File: config.mk
export PLATFORM = sky130hd
export DESIGN_NAME = bbtc_core
export DESIGN_NICKNAME = d
export VERILOG_FILES = /design/src/bbtc_pkg.sv /design/src/bbtc_core.sv /design/src/bbtc_dabble.sv
export SDC_FILE = /design/constraint.sdc
export NUM_CORES = 1
export LEC_CHECK = 0
export BUFFER_PORTS_ARGS = -buffer_cell sky130_fd_sc_hd__buf_2
export CORE_MARGIN = 1
export CORE_UTILIZATION = 65
export DETAILED_ROUTE_END_ITERATION = 8
export GPL_TIMING_DRIVEN = 0
export HOLD_SLACK_MARGIN = 0.15
export PLACE_DENSITY = 0.93
export SLEW_MARGIN = 20
export SYNTH_ARGS = -nofsm -noshare
export SYNTH_HDL_FRONTEND = slang
export SYNTH_HIERARCHICAL = 1
export SYNTH_SLANG_ARGS = --single-unit
File: constraint.sdc
create_clock -name sys_clk_i -period 3.9 [get_ports sys_clk_i]
set_input_delay 0.195 -clock sys_clk_i [delete_from_list [all_inputs] [get_ports sys_clk_i]]
set_output_delay 0.195 -clock sys_clk_i [all_outputs]
set_load 0.02 [all_outputs]
File: src/bbtc_pkg.sv
`default_nettype none

package bbtc_pkg;

  // ==========================================================================
  // Operation codes and carriers
  // ==========================================================================

  // Conversion selected by an issued instruction.
  typedef enum logic [1:0] {
    BBTC_OP_SINGLE,
    BBTC_OP_DOUBLE,
    BBTC_OP_HMS
  } bbtc_op_t;

  // One issued conversion with its operands and addressing status.
  typedef struct packed {
    bbtc_op_t op;
    logic [15:0] src_lo;
    logic [15:0] src_hi;
    logic indirect_fault;
    logic src_area_split;
    logic dst_area_split;
  } bbtc_req_t;

  // Result word pair offered to the destination.
  typedef struct packed {
    logic [15:0] res_lo;
    logic [15:0] res_hi;
  } bbtc_res_t;

  // ==========================================================================
  // Limits, field positions and timing
  // ==========================================================================

  localparam logic [15:0] BBTC_SINGLE_MAX = 16'h270F;
  localparam logic [31:0] BBTC_DOUBLE_MAX = 32'h05F5E0FF;
  localparam logic [7:0] BBTC_FIELD_MAX = 8'h59;
  localparam int BBTC_SEC_LSB = 0;
  localparam int BBTC_MIN_LSB = 8;
  localparam logic [25:0] BBTC_SEC_PER_HOUR = 26'hE10;
  localparam logic [25:0] BBTC_SEC_PER_MIN = 26'h3C;
  localparam logic [5:0] BBTC_DABBLE_LAST = 6'h1F;
  localparam logic [15:0] BBTC_RES_RESET = 16'h0000;

endpackage

`default_nettype wire

File: src/bbtc_core.sv
// Functional notes
// - Single conversion writes packed decimal of the unsigned source word.
// - Only result words are written; sources are never driven back.
// - Single source above 270F skips the write; result keeps old value.
// - Single source above 270F raises the error flag.
// - Faulty indirect operand raises error for every conversion.
// - Zero flag set when produced value is zero, else cleared.
// - Double conversion takes a 32-bit pair and writes eight digits.
// - Double source above 05F5E0FF skips the write of both words.
// - Double conversion raises error when result would pass 99999999.
// - Time source: seconds low byte, minutes high byte, hours next word.
// - Time conversion writes total seconds as decimal over two words.
// - Time conversion errors when source or result pair spans areas.
// - Time conversion errors on any nibble that is not decimal.
// - Time conversion errors when seconds or minutes exceed 59.
// - Nothing happens while the execution condition is false.
`timescale 1ns/1ns
`default_nettype none

module bbtc_core (
  // Clock and reset.
  input wire logic sys_clk_i,
  input wire logic reset_n_i,
  // Issued instruction.
  input wire logic cmd_valid_i,
  input wire logic exec_cond_i,
  input wire bbtc_pkg::bbtc_req_t req_i,
  // Status.
  output logic busy_o,
  output logic done_o,
  output logic error_flag_o,
  output logic zero_result_flag_o,
  // Result words.
  output logic res_we_o,
  output logic res_dual_o,
  output bbtc_pkg::bbtc_res_t res_o
);
  import bbtc_pkg::*;

  // ==========================================================================
  // Helpers
  // ==========================================================================

  // True when every nibble of a word is a decimal digit.
  function automatic logic bbtc_is_bcd(input logic [15:0] word);
    bbtc_is_bcd = 1'b1;
    for (int i = 0; i < 4; i++) begin
      if (word[i*4 +: 4] > 4'h9) begin
        bbtc_is_bcd = 1'b0;
      end
    end
  endfunction

  // Four packed digits to binary; callers check validity first.
  function automatic logic [13:0] bbtc_bcd_to_bin(input logic [15:0] word);
    logic [13:0] acc;
    acc = 14'h0000;
    for (int i = 3; i >= 0; i--) begin
      acc = 14'((acc * 14'hA) + {10'h000, word[i*4 +: 4]});
    end
    bbtc_bcd_to_bin = acc;
  endfunction

  typedef enum logic {BBTC_IDLE, BBTC_CONV} bbtc_state_t;

  bbtc_state_t state;
  bbtc_op_t op_q;
  logic take;
  logic req_err;
  logic start;
  logic conv_done;
  logic [31:0] conv_bcd;
  logic [31:0] conv_value;
  logic [7:0] sec_field;
  logic [7:0] min_field;
  logic [25:0] total_sec;

  // ==========================================================================
  // Request checks
  // ==========================================================================

  // A request is only taken with a true execution condition.
  assign take = cmd_valid_i && exec_cond_i && (state == BBTC_IDLE);

  // Time fields: seconds in the low byte, minutes in the high byte.
  assign sec_field = req_i.src_lo[BBTC_SEC_LSB +: 8];
  assign min_field = req_i.src_lo[BBTC_MIN_LSB +: 8];

  // Hours arrive as four digits in the following word.
  assign total_sec =
    26'(bbtc_bcd_to_bin(req_i.src_hi)) * BBTC_SEC_PER_HOUR +
    26'(bbtc_bcd_to_bin({8'h00, min_field})) * BBTC_SEC_PER_MIN +
    26'(bbtc_bcd_to_bin({8'h00, sec_field}));

  // Error detection per operation, all found before any write.
  always_comb begin
    req_err = req_i.indirect_fault;
    case (req_i.op)
      BBTC_OP_SINGLE: begin
        if (req_i.src_lo > BBTC_SINGLE_MAX) begin
          req_err = 1'b1;
        end
      end
      BBTC_OP_DOUBLE: begin
        // The issuer keeps the pairs in one area, so no split check.
        if ({req_i.src_hi, req_i.src_lo} > BBTC_DOUBLE_MAX) begin
          req_err = 1'b1;
        end
      end
      BBTC_OP_HMS: begin
        if (req_i.src_area_split || req_i.dst_area_split) begin
          req_err = 1'b1;
        end
        if (!bbtc_is_bcd(req_i.src_lo) || !bbtc_is_bcd(req_i.src_hi)) begin
          req_err = 1'b1;
        end
        if (sec_field > BBTC_FIELD_MAX || min_field > BBTC_FIELD_MAX) begin
          req_err = 1'b1;
        end
      end
      default: begin
        req_err = 1'b1;
      end
    endcase
  end

  assign start = take && !req_err;

  // Binary value fed to the shared converter; high word is the upper half.
  always_comb begin
    case (req_i.op)
      BBTC_OP_SINGLE: conv_value = {16'h0000, req_i.src_lo};
      BBTC_OP_DOUBLE: conv_value = {req_i.src_hi, req_i.src_lo};
      BBTC_OP_HMS: conv_value = {6'h00, total_sec};
      default: conv_value = 32'h00000000;
    endcase
  end

  // ==========================================================================
  // Converter
  // ==========================================================================

  // One shared iterative converter; slower than a flat network but small.
  bbtc_dabble u_dabble (
    .sys_clk_i(sys_clk_i),
    .reset_n_i(reset_n_i),
    .start_i(start),
    .value_i(conv_value),
    .done_o(conv_done),
    .bcd_o(conv_bcd)
  );

  // ==========================================================================
  // Control
  // ==========================================================================

  // Sequencing; a request arriving while busy is ignored.
  always_ff @(posedge sys_clk_i or negedge reset_n_i) begin
    if (!reset_n_i) begin
      state <= BBTC_IDLE;
      op_q <= BBTC_OP_SINGLE;
      busy_o <= 1'b0;
    end else begin
      case (state)
        BBTC_IDLE: begin
          if (start) begin
            state <= BBTC_CONV;
            op_q <= req_i.op;
            busy_o <= 1'b1;
          end
        end
        BBTC_CONV: begin
          if (conv_done) begin
            state <= BBTC_IDLE;
            busy_o <= 1'b0;
          end
        end
        default: begin
          state <= BBTC_IDLE;
          busy_o <= 1'b0;
        end
      endcase
    end
  end

  // ==========================================================================
  // Flags and result words
  // ==========================================================================

  // Flags hold until the next executed conversion finishes.
  always_ff @(posedge sys_clk_i or negedge reset_n_i) begin
    if (!reset_n_i) begin
      done_o <= 1'b0;
      error_flag_o <= 1'b0;
      zero_result_flag_o <= 1'b0;
    end else begin
      done_o <= 1'b0;
      if (take && req_err) begin
        done_o <= 1'b1;
        error_flag_o <= 1'b1;
        // No value is produced, so the zero flag is cleared.
        zero_result_flag_o <= 1'b0;
      end else if (state == BBTC_CONV && conv_done) begin
        done_o <= 1'b1;
        error_flag_o <= 1'b0;
        if (op_q == BBTC_OP_SINGLE) begin
          zero_result_flag_o <= (conv_bcd[15:0] == 16'h0000);
        end else begin
          zero_result_flag_o <= (conv_bcd == 32'h00000000);
        end
      end
    end
  end

  // Only the result pair is ever written; the sources have no path back.
  always_ff @(posedge sys_clk_i or negedge reset_n_i) begin
    if (!reset_n_i) begin
      res_we_o <= 1'b0;
      res_dual_o <= 1'b0;
      res_o <= {BBTC_RES_RESET, BBTC_RES_RESET};
    end else begin
      res_we_o <= 1'b0;
      // Error path never reaches here, so results stay put.
      if (state == BBTC_CONV && conv_done) begin
        res_we_o <= 1'b1;
        res_o.res_lo <= conv_bcd[15:0];
        if (op_q != BBTC_OP_SINGLE) begin
          res_dual_o <= 1'b1;
          res_o.res_hi <= conv_bcd[31:16];
        end else begin
          res_dual_o <= 1'b0;
        end
      end
    end
  end

endmodule
`default_nettype wire

File: src/bbtc_dabble.sv
`timescale 1ns/1ns
`default_nettype none

module bbtc_dabble (
  // Clock and reset.
  input wire logic sys_clk_i,
  input wire logic reset_n_i,
  // Start strobe with the binary value.
  input wire logic start_i,
  input wire logic [31:0] value_i,
  // Result.
  output logic done_o,
  output logic [31:0] bcd_o
);
  import bbtc_pkg::*;

  // ==========================================================================
  // Digit adjustment
  // ==========================================================================

  // Adds three to a digit of five or more so the next shift carries right.
  function automatic logic [3:0] bbtc_adjust(input logic [3:0] digit);
    bbtc_adjust = (digit >= 4'h5) ? digit + 4'h3 : digit;
  endfunction

  logic [31:0] shift;
  logic [31:0] next_bcd;
  logic [5:0] cnt;
  logic run;

  // One shift per clock keeps the adder tree to eight small digit adders.
  always_comb begin
    next_bcd = '0;
    for (int i = 0; i < 8; i++) begin
      next_bcd[i*4 +: 4] = bbtc_adjust(bcd_o[i*4 +: 4]);
    end
    next_bcd = {next_bcd[30:0], shift[31]};
  end

  // ==========================================================================
  // Sequencing
  // ==========================================================================

  // Runs exactly thirty-two shifts after a start.
  always_ff @(posedge sys_clk_i or negedge reset_n_i) begin
    if (!reset_n_i) begin
      run <= 1'b0;
      cnt <= 6'h00;
      done_o <= 1'b0;
    end else begin
      done_o <= 1'b0;
      if (start_i) begin
        run <= 1'b1;
        cnt <= 6'h00;
      end else if (run) begin
        cnt <= cnt + 6'h01;
        if (cnt == BBTC_DABBLE_LAST) begin
          run <= 1'b0;
          done_o <= 1'b1;
        end
      end
    end
  end

  // Data path: load on start, then shift while running.
  always_ff @(posedge sys_clk_i or negedge reset_n_i) begin
    if (!reset_n_i) begin
      shift <= 32'h00000000;
      bcd_o <= 32'h00000000;
    end else if (start_i) begin
      shift <= value_i;
      bcd_o <= 32'h00000000;
    end else if (run) begin
      shift <= {shift[30:0], 1'b0};
      bcd_o <= next_bcd;
    end
  end

endmodule
`default_nettype wire

==> flow_metrics.tcl, run 1 <==
set metrics [dict create \
    status "did not finish" \
    failed_stage "global routing" \
    error "[ERROR GRT-0232] Routing congestion too high. Check the congestion heatmap in the GUI." \
    synth_edf_count 0 \
    cts_sinks 113 \
    ctsLongestPathBuffers 2 \
    ys_top_cells_by_area "dfrtp_1 25%, ha_1 19%, fa_1 8.4%, inv_1 4.5%, xnor2_1 4.1%" \
    grt_usage_pct 73.0 \
    dpl.hpwl_um 22100 \
    synth_top_family_by_area "adder cells" \
    ys_seq_elements 113 \
    async_flop_share_pct 100 \
    h-tree-depth 4 \
    start_util_pct 66.2 \
    synth_compound_area_share_pct 14.5 \
    avgSynthCellArea_um2 9.31 \
    numCtsBuffers 17 \
    rows 48 \
    dieWidth_um 135 \
    synth_common_cells "169 x ha_1, 137 x inv_1, 113 x dfrtp_1" \
    yosysTopAreaCellShare_pct 24.8 \
    endpoint_type "sequential cell input" \
    ys.flop_type "dfrtp_1" \
    synthMostInstantiatedCell "ha_1" \
    synth_area_mm2 0.0114 \
    grt_start_max_net_pins 58 \
    synth_nets 1484 \
    ys_warn_count 6 \
    fp.dieH_um 135 \
    place.gp.congestion 0.914 \
    synth_simple_gate_area_share_pct 13.9 \
    postGrtWorstEndpoint "u_dabble/shift[24]$_DFFE_PN0P_/D" \
    portBuffers 78 \
    synthXorXnorAreaFrac_pct 7.32 \
    synth_top_cell_by_area "dfrtp_1" \
    io_pins 79 \
    postSynthCellCount 1226 \
    root_buffer "clkbuf_16" \
    grt_overflow 51 \
    seq_area_frac_synth_pct 24.8 \
    ys_types 75 \
    synth_fa_ha_area_share_pct 26.9 \
    synth.area.mux_share_pct 6.61 \
]
## cells by family after synthesis
kind of cell | Yosys count
simple gates | 294
compound gates | 265
fa+ha+maj | 217
buf+inv | 173
flops | 113
xor+xnor | 93
mux | 71
## layer usage
layer  overflow  global-route usage, %
met3          0                   54.4
met4         27                   73.8
met5          0                   23.1
met1          0                   72.8
met2         24                   92.2
## metrics by stage
| step | worst slack, ns | cells | instance area (µm²) |
|---|---|---|---|
| 2_1_floorplan | -4.13 | 1226 | 12400 |
| 3_3_place_gp | -4.94 | 1529 | 13000 |
| 3_5_place_dp | -5.16 | 1530 | 13100 |
| 4_1_cts | -4.03 | 1627 | 14900 |
## timing repair
item / 4_1_cts
pin swaps: 108
endpoints found under the hold margin: 59
hold buffers: 4
endpoints found under the setup margin: 19
buffers inserted: 62
gates resized for setup: 126
==> inputs of run 2 (changes only) <==
--- a/config.mk
+++ b/config.mk
@@ -7,11 +7,10 @@
 export LEC_CHECK = 0
 export BUFFER_PORTS_ARGS = -buffer_cell sky130_fd_sc_hd__buf_2
 export CORE_MARGIN = 1
-export CORE_UTILIZATION = 65
+export CORE_UTILIZATION = 40
 export DETAILED_ROUTE_END_ITERATION = 8
 export GPL_TIMING_DRIVEN = 0
-export HOLD_SLACK_MARGIN = 0.15
-export PLACE_DENSITY = 0.93
+export PLACE_DENSITY_LB_ADDON = 0.15
 export SLEW_MARGIN = 20
 export SYNTH_ARGS = -nofsm -noshare
 export SYNTH_HDL_FRONTEND = slang
==> flow_metrics.tcl, run 2 <==
set metrics [dict create \
    r2r_start "state" \
    portBuffers 78 \
    arrival_ns 8.29 \
    worst-r2r-cell-count 8 \
    post_drt_wl_per_cell_um 16.5 \
    worst_slew_pin_slew_ns 0.803 \
    relSlewSlack_pct 46.3 \
    seq_area_frac_synth_pct 24.8 \
    ys_top_cells_by_area "dfrtp_1 25%, ha_1 19%, fa_1 8.4%, inv_1 4.5%, xnor2_1 4.1%" \
    crit_fanout 6 \
    dieWidth_um 171 \
    clk_pin_slew_ns 0.05 \
    h-tree-depth 4 \
    dpl.hpwl_um 22000 \
    grt_util_met3_pct 1.99 \
    ys_warn_count 6 \
    insertedDiodeCount 0 \
    synth_top_cell_by_area "dfrtp_1" \
    setup_viol 19 \
    vias 9401 \
    antenna_found_initial 0 \
    ys_types 75 \
    avgSynthCellArea_um2 9.31 \
    grt_pass1_wl_um 47500 \
    die-area_mm2 0.0292 \
    status "finished with violations" \
    r2r_end "u_dabble/shift[19]" \
    crit_top_cell "ha_4" \
    postSynthCellCount 1226 \
    gr-usage-met1_pct 26.6 \
    first_iter_violations 552 \
    final_util_pct 57.1 \
    yosysTopAreaCellShare_pct 24.8 \
    antenna_left 0 \
    totalWireLength_um 29800 \
    grtUsageMet2_pct 36.8 \
    final_common_cell "inv_1" \
    finalCritPeriodShare_pct 205 \
    slowest_stage "fa_2" \
    crit_type "input pin to flip-flop" \
    rsz0062_at_grt "yes" \
    synth_edf_count 0 \
    grt_overflow 0 \
    rows 61 \
    ys_seq_elements 113 \
    worstPathRequired_ns 4.18 \
    synth_nets 1484 \
    dp_cells 1683 \
    grt_usage_pct 20.6 \
    drv_slew 0 \
    cts_sinks 113 \
    root_buffer "clkbuf_16" \
    io_pins 79 \
    grt_start_max_net_pins 60 \
    start_util_pct 40.9 \
    area_delta_synth_final_pct 39.6 \
    synth_area_mm2 0.0114 \
    rrSetupSlack_ns 1.68 \
    ys.flop_type "dfrtp_1" \
    drive_gt1_share_pct 35.0 \
    cpPeakStageDelay_ns 0.61 \
    drv_cap 0 \
    finalHoldViolCount 0 \
    numCtsBuffers 17 \
    final_nets 1674 \
    final_cell_mix "121 x inv_1, 113 x dfrtp_1, 91 x ha_1" \
    drcViolationCount 0 \
    fp.dieH_um 171 \
    cts_tree "yes" \
    cp-start-kind "input pin" \
    min_delay_path_depth 5 \
    grt_pass1_vias 9478 \
    synthMostInstantiatedCell "ha_1" \
    ctsLongestPathBuffers 2 \
    min_from "req_i[31]" \
    place.gp.congestion 0.853 \
    min_path_type "input pin to flip-flop" \
    dr.pass1.iters 5 \
    violations "negative setup slack" \
    holdPathEnd "u_dabble/shift[12]" \
    endpoint_kind "flip-flop" \
    busiest_layer "met2" \
    synth_common_cells "169 x ha_1, 137 x inv_1, 113 x dfrtp_1" \
    period_minus_slack_ns 8.01 \
    clock_latency_ns 0.41 \
    max_freq_mhz 125 \
    fin_worst_skew_ns 0.00411 \
    core-area_mm2 0.0279 \
    async_flop_share_pct 100 \
    reg.largest.list "res_o: 32 flops, u_dabble/bcd_o: 32 flops, u_dabble/shift: 32 flops" \
    avgViaCountPerCell 5.20 \
    layout_setup_ws_ns -4.11 \
    instances_no_fill 1807 \
]
## run 2: area by class of cell
class / count / area (µm²)
fillers: 2446 / 12000
multi-input cells: 940 / 10100
flip-flops and latches: 113 / 2830
repair buffers: 172 / 1310
inverters: 138 / 523
well taps: 378 / 473
clock buffers: 17 / 425
plain buffers: 34 / 154
clock inverters: 15 / 121
## run 2: worst max path at each step
| stage | start | slack (ns) | endpoint | cells past startpoint |
|---|---|---|---|---|
| after floorplan | req_i[18] | -4.13 | u_dabble/shift[24] | 36 |
| after global placement | req_i[18] | -5.06 | u_dabble/shift[24] | 37 |
| after detailed placement | req_i[18] | -5.12 | u_dabble/shift[24] | 38 |
| after CTS | req_i[16] | -4.11 | u_dabble/shift[25] | 38 |
| after global routing | req_i[16] | -4.38 | u_dabble/shift[25] | 37 |
| final | req_i[16] | -4.11 | u_dabble/shift[25] | 36 |
## run 2: metrics by stage
step                hold WS, ns  TNS, ns  cell area, µm²  setup WS [ns]
detailed placement        0.202   -66.74           13300          -5.12
global placement          0.456   -66.55           13200          -5.06
floorplan                -0.101   -49.51           12400          -4.13
CTS                       0.127   -52.86           15000          -4.11
finish                    0.135   -52.64           15900          -4.11
global route              0.155   -56.62           15900          -4.38
## run 2: per-layer routing
| layer | up-vias | routed length [µm] |
|---|---|---|
| met4 | 0 | 456 |
| met3 | 30 | 706 |
| met5 | - | 0 |
| met1 | 4500 | 13400 |
| li1 | 4698 | - |
| met2 | 173 | 15200 |
## run 2: logic make-up after synthesis
group,Yosys count,share of synthesized area [%]
and+or+nand+nor,294,13.9
AOI/OAI and AO/OA,265,14.5
adders and majority gates,217,26.9
buffers and inverters,173,5.92
DFF,113,24.8
xor gates and xnor gates,93,7.32
muxes,71,6.61
## run 2: repair_timing
| item | 4_1_cts | 5_1_grt |
|---|---|---|
| resized for setup | 129 | 93 |
| setup buffers | 61 | 32 |
| hold buffers | 1 | 0 |
| setup endpoints to repair | 19 | 21 |
| pin swaps | 86 | 119 |
| hold endpoints to repair | 58 | 0 |
## run 2: critical path: cells and delay by family
| kind | cells | cell delay, ns |
|---|---|---|
| buffers and inverters | 4 | 0.37 |
| AND/OR/NAND/NOR | 7 | 1.90 |
| adder cells (fa/ha/maj) | 12 | 3.50 |
| AO/OA/AOI/OAI | 7 | 1.24 |
| XOR/XNOR | 6 | 1.05 |
Power of run 2 is left out: the tool's default activity adds up to more than one toggle a clock period on the data nets, which glitch-free logic cannot reach.
